$ cat config.mk
export PLATFORM = sky130hd
export DESIGN_NAME = nvs_host_ctrl
export DESIGN_NICKNAME = d
export VERILOG_FILES = /design/src/nvs_pkg.sv /design/src/nvs_acc_if.sv /design/src/nvs_host_ctrl.sv /design/src/nvs_pin_seq.sv
export SDC_FILE = /design/constraint.sdc
export NUM_CORES = 1
export LEC_CHECK = 0
export ABC_AREA = 1
export BUFFER_PORTS_ARGS = -buffer_cell sky130_fd_sc_hd__buf_2
export CORE_AREA = 10 10 126 128
export DETAILED_ROUTE_END_ITERATION = 12
export DIE_AREA = 0 0 136 138
export PLACE_DENSITY = 0.66
export SLEW_MARGIN = 20
export SYNTH_ARGS = -nofsm -noshare
export SYNTH_HDL_FRONTEND = slang
export SYNTH_HIERARCHICAL = 1
export SYNTH_SLANG_ARGS = --single-unit
$ cat constraint.sdc
create_clock -name mclk -period 4.2 [get_ports mclk]
set_input_delay 0.21 -clock mclk [delete_from_list [all_inputs] [get_ports mclk]]
set_output_delay 0.21 -clock mclk [all_outputs]
set_load 0.02 [all_outputs]
$ cat src/nvs_pkg.sv
package nvs_pkg;
    // pin widths of the memory
    localparam int AW = 13;
    localparam int DW = 8;
    // clock rate used to turn times into cycle counts
    localparam int CLK_MHZ = 50;
    // automatic power-up copy, microseconds
    localparam int PWRUP_COPY_US = 550;
    localparam int PWRUP_COPY_CYC = PWRUP_COPY_US * CLK_MHZ;
    // save to the nonvolatile array, milliseconds
    localparam int SAVE_MS = 10;
    localparam int SAVE_CYC = SAVE_MS * 1000 * CLK_MHZ;
    // software copy back, microseconds
    localparam int COPY_BACK_US = 20;
    localparam int COPY_BACK_CYC = COPY_BACK_US * CLK_MHZ;
    // timer width, wide enough for the save count
    localparam int TW = 20;
    // default cycles of chip select low on one access
    localparam int STROBE_CYC = 3;
    // index of the last key step; the key sequence is six reads
    localparam logic [2:0] KEY_LAST = 3'h5;
    // key addresses
    localparam logic [AW-1:0] KEY_A0 = 13'h0000;
    localparam logic [AW-1:0] KEY_A1 = 13'h1555;
    localparam logic [AW-1:0] KEY_A2 = 13'h0AAA;
    localparam logic [AW-1:0] KEY_A3 = 13'h1FFF;
    localparam logic [AW-1:0] KEY_A4 = 13'h10F0;
    localparam logic [AW-1:0] KEY_SAVE = 13'h0F0F;
    localparam logic [AW-1:0] KEY_COPY = 13'h0F0E;

    // user commands
    typedef enum logic [1:0] {
        NVS_OP_READ  = 2'h0,
        NVS_OP_WRITE = 2'h1,
        NVS_OP_SAVE  = 2'h2,
        NVS_OP_COPY  = 2'h3
    } nvs_op_e;

    function automatic logic [AW-1:0] nvs_key_addr(
        input logic [2:0] step,
        input logic       is_save
    );
        logic [AW-1:0] a;
        case (step)
            3'h0: a = KEY_A0;
            3'h1: a = KEY_A1;
            3'h2: a = KEY_A2;
            3'h3: a = KEY_A3;
            3'h4: a = KEY_A4;
            default: a = is_save ? KEY_SAVE : KEY_COPY;
        endcase
        return a;
    endfunction : nvs_key_addr
endpackage : nvs_pkg

$ cat src/nvs_acc_if.sv
`timescale 1ns/100ps
interface nvs_acc_if;
    logic                    req;
    logic                    we;
    logic                    last;
    logic [nvs_pkg::AW-1:0]  addr;
    logic [nvs_pkg::DW-1:0]  wdata;
    logic                    ack;
    logic [nvs_pkg::DW-1:0]  rdata;

    modport seq (input req, we, last, addr, wdata, output ack, rdata);
    modport ctl (output req, we, last, addr, wdata, input ack, rdata);
endinterface : nvs_acc_if

$ cat src/nvs_host_ctrl.sv
// Operation
// RULE1: write strobe high on reads, low writes
// RULE2: write strobe low at select keeps outputs off
// RULE3: six key reads start save or copy back
// RULE4: key addresses consecutive and in exact order
// RULE5: write strobe high through all key reads
// RULE6: power-up copy done within 550 us
// RULE7: read or write decoded from control pins
// RULE8: intervening access aborts the key sequence
// RULE9: save ignores all access for 10 ms
// RULE10: copy back finished within 20 us
// RULE11: device key detector steps per read
`timescale 1ns/100ps
module nvs_host_ctrl #(
    parameter int PWRUP_CYC = nvs_pkg::PWRUP_COPY_CYC,
    parameter int SAVE_CYC  = nvs_pkg::SAVE_CYC,
    parameter int STROBE    = nvs_pkg::STROBE_CYC
) (
    // clock and reset
    input  wire logic                   mclk,
    input  wire logic                   rst_n,
    // command port
    input  wire logic                   cmd_valid,
    output logic                        cmd_ready,
    input  wire logic [1:0]             cmd_op,
    input  wire logic [nvs_pkg::AW-1:0] cmd_addr,
    input  wire logic [nvs_pkg::DW-1:0] cmd_wdata,
    // answer and status
    output logic                        rsp_valid,
    output logic [nvs_pkg::DW-1:0]      rsp_rdata,
    output logic                        busy,
    // memory pins
    output logic                        ce_n,
    output logic                        we_n,
    output logic                        oe_n,
    output logic [nvs_pkg::AW-1:0]      addr_in,
    output logic [nvs_pkg::DW-1:0]      data_io_o,
    output logic                        data_io_oe_n,
    input  wire logic [nvs_pkg::DW-1:0] data_io_i
);
    // loads are one less than the count: zero is the last waited cycle
    localparam logic [nvs_pkg::TW-1:0] PWRUP_LOAD =
        nvs_pkg::TW'(PWRUP_CYC - 1);
    localparam logic [nvs_pkg::TW-1:0] SAVE_LOAD =
        nvs_pkg::TW'(SAVE_CYC - 1);
    localparam logic [nvs_pkg::TW-1:0] COPY_LOAD =
        nvs_pkg::TW'(nvs_pkg::COPY_BACK_CYC - 1);

    typedef enum logic [4:0] {
        HC_PWRUP = 5'h01,
        HC_IDLE  = 5'h02,
        HC_ACC   = 5'h04,
        HC_KEY   = 5'h08,
        HC_WAIT  = 5'h10
    } nvs_hc_e;

    typedef struct packed {
        nvs_hc_e                st;
        logic                   save;
        logic [2:0]             step;
        logic [nvs_pkg::TW-1:0] tmr;
        logic                   req;
        logic                   we;
        logic                   last;
        logic [nvs_pkg::AW-1:0] addr;
        logic [nvs_pkg::DW-1:0] wdata;
        logic                   rsp;
        logic [nvs_pkg::DW-1:0] rdata;
    } nvs_hc_s;

    nvs_hc_s q, d;
    nvs_acc_if acc ();

    // both timed waits share one down counter
    function automatic logic [nvs_pkg::TW-1:0] tmr_dec(
        input logic [nvs_pkg::TW-1:0] t
    );
        return t - nvs_pkg::TW'(1);
    endfunction : tmr_dec

    function automatic logic tmr_zero(
        input logic [nvs_pkg::TW-1:0] t
    );
        return t == '0;
    endfunction : tmr_zero

    // full command codes compared here; key commands picked out by cmd_op[1]
    function automatic logic op_is(
        input logic [1:0]       op,
        input nvs_pkg::nvs_op_e code
    );
        return op == 2'(code);
    endfunction : op_is

    // queue one pin access; the sequencer takes it from idle
    function automatic nvs_hc_s acc_start(
        input nvs_hc_s                s,
        input logic                   we,
        input logic                   last,
        input logic [nvs_pkg::AW-1:0] addr
    );
        nvs_hc_s r;
        r = s;
        r.req = 1'b1;
        r.we = we;
        r.last = last;
        r.addr = addr;
        return r;
    endfunction : acc_start

    nvs_pin_seq #(
        .STROBE       (STROBE)
    ) u_seq (
        .mclk         (mclk),
        .rst_n        (rst_n),
        .acc          (acc.seq),
        .ce_n         (ce_n),
        .we_n         (we_n),
        .oe_n         (oe_n),
        .addr_in      (addr_in),
        .data_io_o    (data_io_o),
        .data_io_oe_n (data_io_oe_n),
        .data_io_i    (data_io_i)
    );

    always_comb begin
        d = q;
        d.rsp = 1'b0;
        case (q.st)
            HC_PWRUP: begin
                // RULE6 wait power-up copy
                // pins stay deselected so no write lands in the copy
                if (tmr_zero(q.tmr)) begin
                    d.st = HC_IDLE;
                end else begin
                    d.tmr = tmr_dec(q.tmr);
                end
            end

            HC_IDLE: begin
                if (cmd_valid) begin
                    d.wdata = cmd_wdata;
                    if (cmd_op[1]) begin
                        // RULE3 start key sequence
                        d = acc_start(d, 1'b0, 1'b0,
                                      nvs_pkg::nvs_key_addr(3'h0, 1'b0));
                        d.st = HC_KEY;
                        d.save = op_is(cmd_op, nvs_pkg::NVS_OP_SAVE);
                        d.step = '0;
                    end else begin
                        // RULE7 plain access
                        d = acc_start(d,
                                      op_is(cmd_op, nvs_pkg::NVS_OP_WRITE),
                                      1'b0, cmd_addr);
                        d.st = HC_ACC;
                    end
                end
            end

            HC_ACC: begin
                if (acc.ack) begin
                    d.req = 1'b0;
                    d.st = HC_IDLE;
                    d.rsp = 1'b1;
                    // a write leaves the last read data standing
                    d.rdata = q.we ? q.rdata : acc.rdata;
                end
            end

            HC_KEY: begin
                // RULE4 RULE8 no other access until done
                if (acc.ack) begin
                    d.req = 1'b0;
                    if (q.step == nvs_pkg::KEY_LAST) begin
                        // RULE9 RULE10 hold off for the operation
                        d.st = HC_WAIT;
                        d.tmr = q.save ? SAVE_LOAD : COPY_LOAD;
                    end else begin
                        // RULE5 key reads never write
                        d.step = q.step + 3'h1;
                        d = acc_start(d, 1'b0,
                                      d.step == nvs_pkg::KEY_LAST,
                                      nvs_pkg::nvs_key_addr(d.step, q.save));
                    end
                end
            end

            HC_WAIT: begin
                if (tmr_zero(q.tmr)) begin
                    // rsp marks the end of the nonvolatile operation
                    d.st = HC_IDLE;
                    d.rsp = 1'b1;
                end else begin
                    d.tmr = tmr_dec(q.tmr);
                end
            end

            default: d.st = HC_IDLE;
        endcase
    end

    // power-up wait starts from reset, standing in for the supply rise
    always_ff @(posedge mclk or negedge rst_n) begin
        if (!rst_n) begin
            q <= '{st: HC_PWRUP, tmr: PWRUP_LOAD, default: '0};
        end else begin
            q <= d;
        end
    end

    assign acc.req = q.req;
    assign acc.we = q.we;
    assign acc.last = q.last;
    assign acc.addr = q.addr;
    assign acc.wdata = q.wdata;

    // accepting only in idle keeps key reads back to back
    assign cmd_ready = (q.st == HC_IDLE);
    assign busy = (q.st != HC_IDLE);
    assign rsp_valid = q.rsp;
    assign rsp_rdata = q.rdata;
endmodule : nvs_host_ctrl

$ cat src/nvs_pin_seq.sv
`timescale 1ns/100ps
module nvs_pin_seq #(
    parameter int STROBE = nvs_pkg::STROBE_CYC
) (
    // clock and reset
    input  wire logic                   mclk,
    input  wire logic                   rst_n,
    // access requests
    nvs_acc_if.seq                      acc,
    // memory pins
    output logic                        ce_n,
    output logic                        we_n,
    output logic                        oe_n,
    output logic [nvs_pkg::AW-1:0]      addr_in,
    output logic [nvs_pkg::DW-1:0]      data_io_o,
    output logic                        data_io_oe_n,
    input  wire logic [nvs_pkg::DW-1:0] data_io_i
);
    typedef enum logic [3:0] {
        SQ_IDLE   = 4'h1,
        SQ_SETUP  = 4'h2,
        SQ_STROBE = 4'h4,
        SQ_DONE   = 4'h8
    } nvs_sq_e;

    typedef struct packed {
        nvs_sq_e                st;
        logic [7:0]             cnt;
        logic                   we;
        logic                   ce_n;
        logic                   we_n;
        logic                   oe_n;
        logic [nvs_pkg::AW-1:0] addr;
        logic [nvs_pkg::DW-1:0] dout;
        logic                   doe_n;
        logic [nvs_pkg::DW-1:0] rdata;
        logic                   ack;
        logic [nvs_pkg::DW-1:0] s1;
        logic [nvs_pkg::DW-1:0] s2;
        logic [nvs_pkg::DW-1:0] s3;
    } nvs_sq_s;

    nvs_sq_s q, d;

    always_comb begin
        d = q;
        d.s1 = data_io_i;
        d.s2 = q.s1;
        d.s3 = q.s2;
        d.ack = 1'b0;
        case (q.st)
            SQ_IDLE: begin
                if (acc.req) begin
                    d.st = SQ_SETUP;
                    d.we = acc.we;
                    d.addr = acc.addr;
                    d.dout = acc.wdata;
                    d.doe_n = ~acc.we;
                    // output gate stays high on writes and on the last key read
                    d.oe_n = acc.we | acc.last;
                end
            end
            SQ_SETUP: begin
                // RULE1 strobe per kind
                d.st = SQ_STROBE;
                d.ce_n = 1'b0;
                d.we_n = ~q.we;
                d.cnt = 8'(STROBE - 1);
            end
            SQ_STROBE: begin
                if (q.cnt != 8'h00) begin
                    d.cnt = q.cnt - 8'h01;
                end else if (q.we || q.s2 == q.s3) begin
                    // read data counted only once two sync stages agree
                    d.st = SQ_DONE;
                    d.ce_n = 1'b1;
                    d.we_n = 1'b1;
                    d.oe_n = 1'b1;
                    d.ack = 1'b1;
                    if (!q.we) begin
                        d.rdata = q.s3;
                    end
                end
            end
            SQ_DONE: begin
                // one cycle deselected, bus released after the write ended
                d.st = SQ_IDLE;
                d.doe_n = 1'b1;
            end
            default: d.st = SQ_IDLE;
        endcase
    end

    always_ff @(posedge mclk or negedge rst_n) begin
        if (!rst_n) begin
            q <= '{st: SQ_IDLE, ce_n: 1'b1, we_n: 1'b1, oe_n: 1'b1,
                   doe_n: 1'b1, default: '0};
        end else begin
            q <= d;
        end
    end

    assign ce_n = q.ce_n;
    assign we_n = q.we_n;
    assign oe_n = q.oe_n;
    assign addr_in = q.addr;
    assign data_io_o = q.dout;
    assign data_io_oe_n = q.doe_n;
    assign acc.ack = q.ack;
    assign acc.rdata = q.rdata;
endmodule : nvs_pin_seq

Yosys cells after proc, flatten, opt, wreduce, memory -nomap -nowiden
Cells that the tools add are included.
W data, S select, Z words.
{"block": "totals", "word_cells": 130, "reg_bits": 133, "input_bits": 34, "latch_bits": 0, "rom_bits": 0, "mem_bits_rw": 0, "mem_count": 0}
{"block": "classes", "reduce_logical": 26, "n_shift": 0, "magnitude_cmp": 0, "div_mod_pow": 0, "eq_ne": 31, "n_mul": 0, "n_bitwise": 6, "n_addsub": 3, "muxes": 39}
{"cell": "$mux W62", "count": 2}
{"cell": "$pmux W13 S5", "count": 1}
{"cell": "$mux W61", "count": 1}
{"cell": "$pmux W20 S3", "count": 1}
{"cell": "$pmux W23 S2", "count": 1}
{"cell": "$mux W20", "count": 2}
{"cell": "$mux W33", "count": 1}
{"cell": "$pmux W8 S3", "count": 1}
{"cell": "$mux W23", "count": 1}
{"cell": "$logic_not A20 Y1", "count": 1}
{"cell": "$pmux W5 S4", "count": 1}
{"cell": "$reduce_and A4 Y1", "count": 5}
{"cell": "$reduce_and A5 Y1", "count": 4}
{"cell": "$sub A20 B1 Y20 const B", "count": 1}
{"cell": "$mux W19", "count": 1}
{"cell": "$mux W8", "count": 2}
{"cell": "$pmux W8 S2", "count": 1}
{"cell": "$mux W5", "count": 3}
{"cell": "$mux W4", "count": 3}
{"cell": "$ne A2 B1 Y1 const B", "count": 6}
{"cell": "$ne A2 B2 Y1 const B", "count": 6}
{"cell": "$pmux W4 S3", "count": 1}
{"cell": "$reduce_bool A2 Y1", "count": 5}
{"cell": "$eq A3 B3 Y1 const B", "count": 3}
{"cell": "34 further kinds", "count": 51}

Logic depth before layout (Yosys ltp)
{"block": "logic_depth", "ltp_word": 6, "ltp_mapped": 11, "mapped_depth_nobuf": 11}

Modules after synthesis
Netlist, hierarchy kept.
{"mod": "nvs_host_ctrl", "instances": 1, "area_each_um2": 3494.6, "cells_each": 452}
{"mod": "nvs_pin_seq", "instances": 1, "area_each_um2": 3070.4, "cells_each": 325}

Worst setup path after synthesis
No wires, ideal clock.
{"block": "synth_timing", "path_kind": "flip-flop to flip-flop", "from": "register q[60] (netlist bit)", "to": "register q (netlist bit acc.addr[5])", "n_path_buf": 1, "arrival_time_ns": 1.469, "synth_period_minus_slack_ns": 1.592, "slack_ns": 2.608, "t_required_ns": 4.077, "path_stages_with_launch": 10, "cell_sequence": "dfrtp_1 > nor2_2 > nand3_4 > inv_2 > nand2_2 > nand2_2 > nor2_8 > buf_6 > o21ai_0 > nand2_1"}
{"block": "synth_between", "elab_chain_len": 3}
{"element": "from (decl)", "line_no": "nvs_host_ctrl.sv:71", "rtl": "nvs_hc_s q, d;"}
{"element": "from (signal assigned)", "line_no": "nvs_host_ctrl.sv:205", "rtl": "q <= '{st: HC_PWRUP, tmr: PWRUP_LOAD, default: '0};"}
{"element": "from (signal assigned)", "line_no": "nvs_host_ctrl.sv:207", "rtl": "q <= d;"}
{"element": "$eq A5 B2 Y1 (*)"}
{"element": "net cmd_ready", "line_no": "nvs_host_ctrl.sv:24", "rtl": "output logic cmd_ready,"}
{"element": "$ne A2 B2 Y1 (no source line) / $reduce_bool A2 Y1 (equally long branches)"}
{"element": "$reduce_and A4 Y1 (no source line)"}
The timed path passes the listed nets; every way through them passes the cells marked *.
A chain may end at the register's enable or synchronous reset.

Final worst setup path
{"block": "layout_timing", "from": "register q[60] (netlist bit)", "to": "register q[40] (netlist bit)"}
{"block": "layout_between", "elab_chain_len": 4}
{"element": "$eq A5 B5 Y1 / $eq A5 B1 Y1 (equally long branches)", "line_no": "nvs_host_ctrl.sv:129", "rtl": "case (q.st)"}
{"element": "$reduce_or A2 Y1 (no source line)"}
{"element": "$ne A2 B2 Y1 (no source line) / $reduce_bool A2 Y1 (equally long branches)"}
{"element": "$reduce_and A5 Y1 (no source line)"}
Several ways; a longest one is shown, not always the timed one.

==> run metrics <==
status complete, no violations; met3 wire length 738 um; vias per inst 4.943; sequential share of power 0.370; clock power share 0.312; net count after synthesis 820; Clock Path Buffers 2; crit path time final 2246 ps; Setup Buffers After CTS 0; Final nets 875; Crit path largest cell delay 470 ps; CTS Root Cell clkbuf_16; antenna cells 0; ys async rst share 1.000; via count 5,062; IO Count 70; Rel. slew slack 0.4566; CTS Sinks 133; Yosys reg bits 133; endpoints failing setup 0; Die Area 0.01877 mm^2; Pre-Repair DR Iteration Count 5; proportion of layout cells with a drive suffix above 1 0.2014; Final Hold Vio Count 0; ranking of synthesized cells by area dfrtp_1 (45%), nand2_1 (15%), dfstp_2 (6.4%), buf_4 (4.9%), nor2_1 (4.9%); flop2flop setup slack 1950 ps; Synth Warn # 6; synth unique cells 42; die width 136 um; Resize count post-CTS 0; Residual DRC 0; Post-synth EDFFs 0; hold path cells 3; H-Tree Depth 4; Post-DRT Antenna Nets 0; Crit path top cell by count nand2_1; # fillers 1,190; core area 0.01350 mm^2; VDD IR max 0.2454 mV; Worst EP required 4550 ps; DRT Wirelength 14.33 mm; register area share after synthesis 0.5100; Setup Crit Path Kind flop to flop; multi-input logic area 0.002589 mm^2; Num CTS Buffers 17; Logic pwr share 0.318; clock slew at reported path FFs 60 ps; top-area cell type share of the netlist area 0.4460; vias in the first global route 5,045; Worst Max-Slew Pin Slew 815.1 ps; Slew Viols, Final 0; Max-Cap Viols 0; Critical-path top delay cell o21ai_1; RePlAce Congestion 0.8676; Layout area overhead 14.98%; remaining global-route overflow 0; Period Utilization, post-route 0.5347; clk_lat worst skew 420 ps; Crit path arrival time 2600 ps; largest net degree at the start of global routing 65; delay-heaviest family, CP simple AND/OR/NAND/NOR gates; RR Endpoint q[40]$_DFFE_PN0P_; Sw Pwr 1.808 mW; reg-to-reg startpoint q[60]$_DFFE_PN0P_; Final Hold Slack 20.99 ps; # rows 43; Starting Density 0.4861; DR top layer met4; Synth Area per Inst 8.449 um^2; Post-Syn Area 0.006565 mm^2; main flop type after synthesis dfrtp_1; fmax 445.3 MHz; TritonCTS clock tree done; met1 wire length 6.308 mm; initial antenna violation count 0; crit-path max FO 11; Tot GR Track Use 0.1581; first-pass GRT wire length 24.34 mm; Fin Setup TNS 0 ps; Iter 0 DRT Violations 354; register area 0.003348 mm^2; Port Buffers 69; # hold bufs at CTS 16; area leader, netlist dfrtp_1; hold path endpoint acc.wdata[2]$_DFFE_PN0P_; P_leak 4.078 nW; Clock Skew 7.285 ps; reg2reg path depth 7; Die H 138 um; internal power 3.025 mW; Post-Syn Instances 777; worst hold start cmd_wdata[2]; met2 WL post-DR 7.084 mm; critical path, cell by cell nor2_2 > nand3_1 > nand2_1 > nand2_2 > o21ai_1 > o21ai_0 > nand2_1; post-DP HPWL 10.18 mm; Min-Delay Path Class input port to flop; Critical Path Start Type flop; unrepaired setup endpoints after global routing no; WP buf/inv 0; routed length per instance 13.99 um; Worst setup EP type flop; Net Sw Frac 0.3741; Power Density 640.3 mW/mm^2
[sequential cells by signal, indices dropped and copies added (netlist names)]
name,cells
acc.req,1
u_seq/d,16
u_seq/data_io_o,8
rsp_valid,1
u_seq/data_io_oe_n,1
acc.we,1
u_seq/oe_n,1
u_seq/we_n,1
u_seq/acc.ack,1
acc.addr,13
acc.last,1
acc.wdata,8
q,29
u_seq/addr_in,13
rsp_rdata,8
u_seq/acc.rdata,8
u_seq/ce_n,1
u_seq/q,21
[cell usage after synthesis, types with 2 or more instances]
| cell | number |
|---|---|
| mux2_2 | 8 |
| buf_6 | 2 |
| o21ai_1 | 4 |
| nand3b_1 | 2 |
| mux2i_1 | 2 |
| nor2_8 | 2 |
| buf_4 | 43 |
| buf_2 | 3 |
| nand3_2 | 2 |
| nor2_1 | 85 |
| nand4_4 | 2 |
| o21ai_0 | 25 |
| inv_1 | 56 |
| nand2_1 | 260 |
| nor2_2 | 4 |
| nor2_4 | 3 |
| a21oi_1 | 17 |
| xor2_1 | 8 |
| nand3_1 | 42 |
| nand4_1 | 19 |
| inv_2 | 10 |
| clkbuf_1 | 2 |
| dfstp_2 | 16 |
| nand2_4 | 2 |
| ha_1 | 9 |
| nand2_2 | 14 |
| xnor2_1 | 4 |
| dfrtp_1 | 117 |
[per-stage QoR]
step | utilization | total power [mW] | area (um^2) | setup WS (ps) | std cells
after detailed placement | 0.5022 | 3.340 | 6782 | 1991 | 977
after global placement | 0.5022 | 3.284 | 6782 | 2109 | 977
after floorplan | - | 3.074 | 6565 | 2608 | 777
final | 0.5590 | 4.833 | 7548 | 1954 | 1024
after CTS | 0.5590 | 4.880 | 7548 | 1978 | 1024
after global routing | 0.5590 | 5.160 | 7548 | 1723 | 1024
[power by group through the flow]
stage          clock network (mW)  logic (mW)  registers, mW
2_1_floorplan                   0        1.30           1.77
3_3_place_gp                    0        1.49           1.79
3_5_place_dp                    0        1.54           1.81
4_1_cts                      1.54        1.55           1.79
5_1_grt                      1.60        1.74           1.82
6_report                     1.51        1.54           1.79
[cells in the final DEF, fill, tap and decap left out, types with 3 or more instances in the layout]
cell type and count:
inv_1 56, clkinvlp_4 5, o21ai_1 4, nand4_1 19
nand3_1 42, dfrtp_1 117, o21ai_0 25, nor2_2 4
a21oi_1 17, nor2_1 85, nand2_1 260, clkbuf_16 17
xor2_1 8, inv_2 10, nor2_4 3, buf_4 3
nand2_2 14, xnor2_1 4, mux2_2 8, buf_2 68
bufinv_16 3, dlygate4sd3_1 16, dfstp_2 16, ha_1 9
[area by class of cell]
class,count,share of cell area
Inverter,67,0.03398
Clock buffer,20,0.06050
Tap cell,180,0.02984
Timing Repair Buffer,87,0.06929
Clock inverter,11,0.01989
Sequential cell,133,0.4436
Multi-Input combinational cell,526,0.3429
[how the worst max path moves through the flow]
stage	start	endpoint	slack, ps	cells past startpoint
after floorplan	q[60]$_DFFE_PN0P_	acc.addr[5]$_DFFE_PN0P_	2610	9
after global placement	q[58]$_DFFE_PN0P_	q[40]$_DFFE_PN0P_	2110	7
after detailed placement	q[60]$_DFFE_PN0P_	q[40]$_DFFE_PN0P_	1990	7
after CTS	q[60]$_DFFE_PN0P_	q[40]$_DFFE_PN0P_	1980	7
after global routing	q[60]$_DFFE_PN0P_	q[40]$_DFFE_PN0P_	1720	7
final	q[60]$_DFFE_PN0P_	q[40]$_DFFE_PN0P_	1950	7
[cells by family after synthesis]
family | after synthesis | share of synthesized area
flip-flops | 133 | 0.5100
multiplexers | 10 | 0.01677
buffers and inverters | 118 | 0.09567
adder cells (fa/ha/maj) | 9 | 0.01715
XOR/XNOR | 12 | 0.01601
AO/OA/AOI/OAI | 54 | 0.04536
AND/OR/NAND/NOR | 441 | 0.2990
[routing by layer]
metal | track usage | up-vias
met1 | 0.1967 | 2392
li1 | - | 2533
met2 | 0.2528 | 120
met5 | 0 | -
met3 | 0.04855 | 17
met4 | 0.05665 | 0
[tightest hold or removal path, stage by stage]
cell	delay (ps)
buf_2	80
nand2_1	40
nand2_1	70
(Power assumes the default switching activity.)
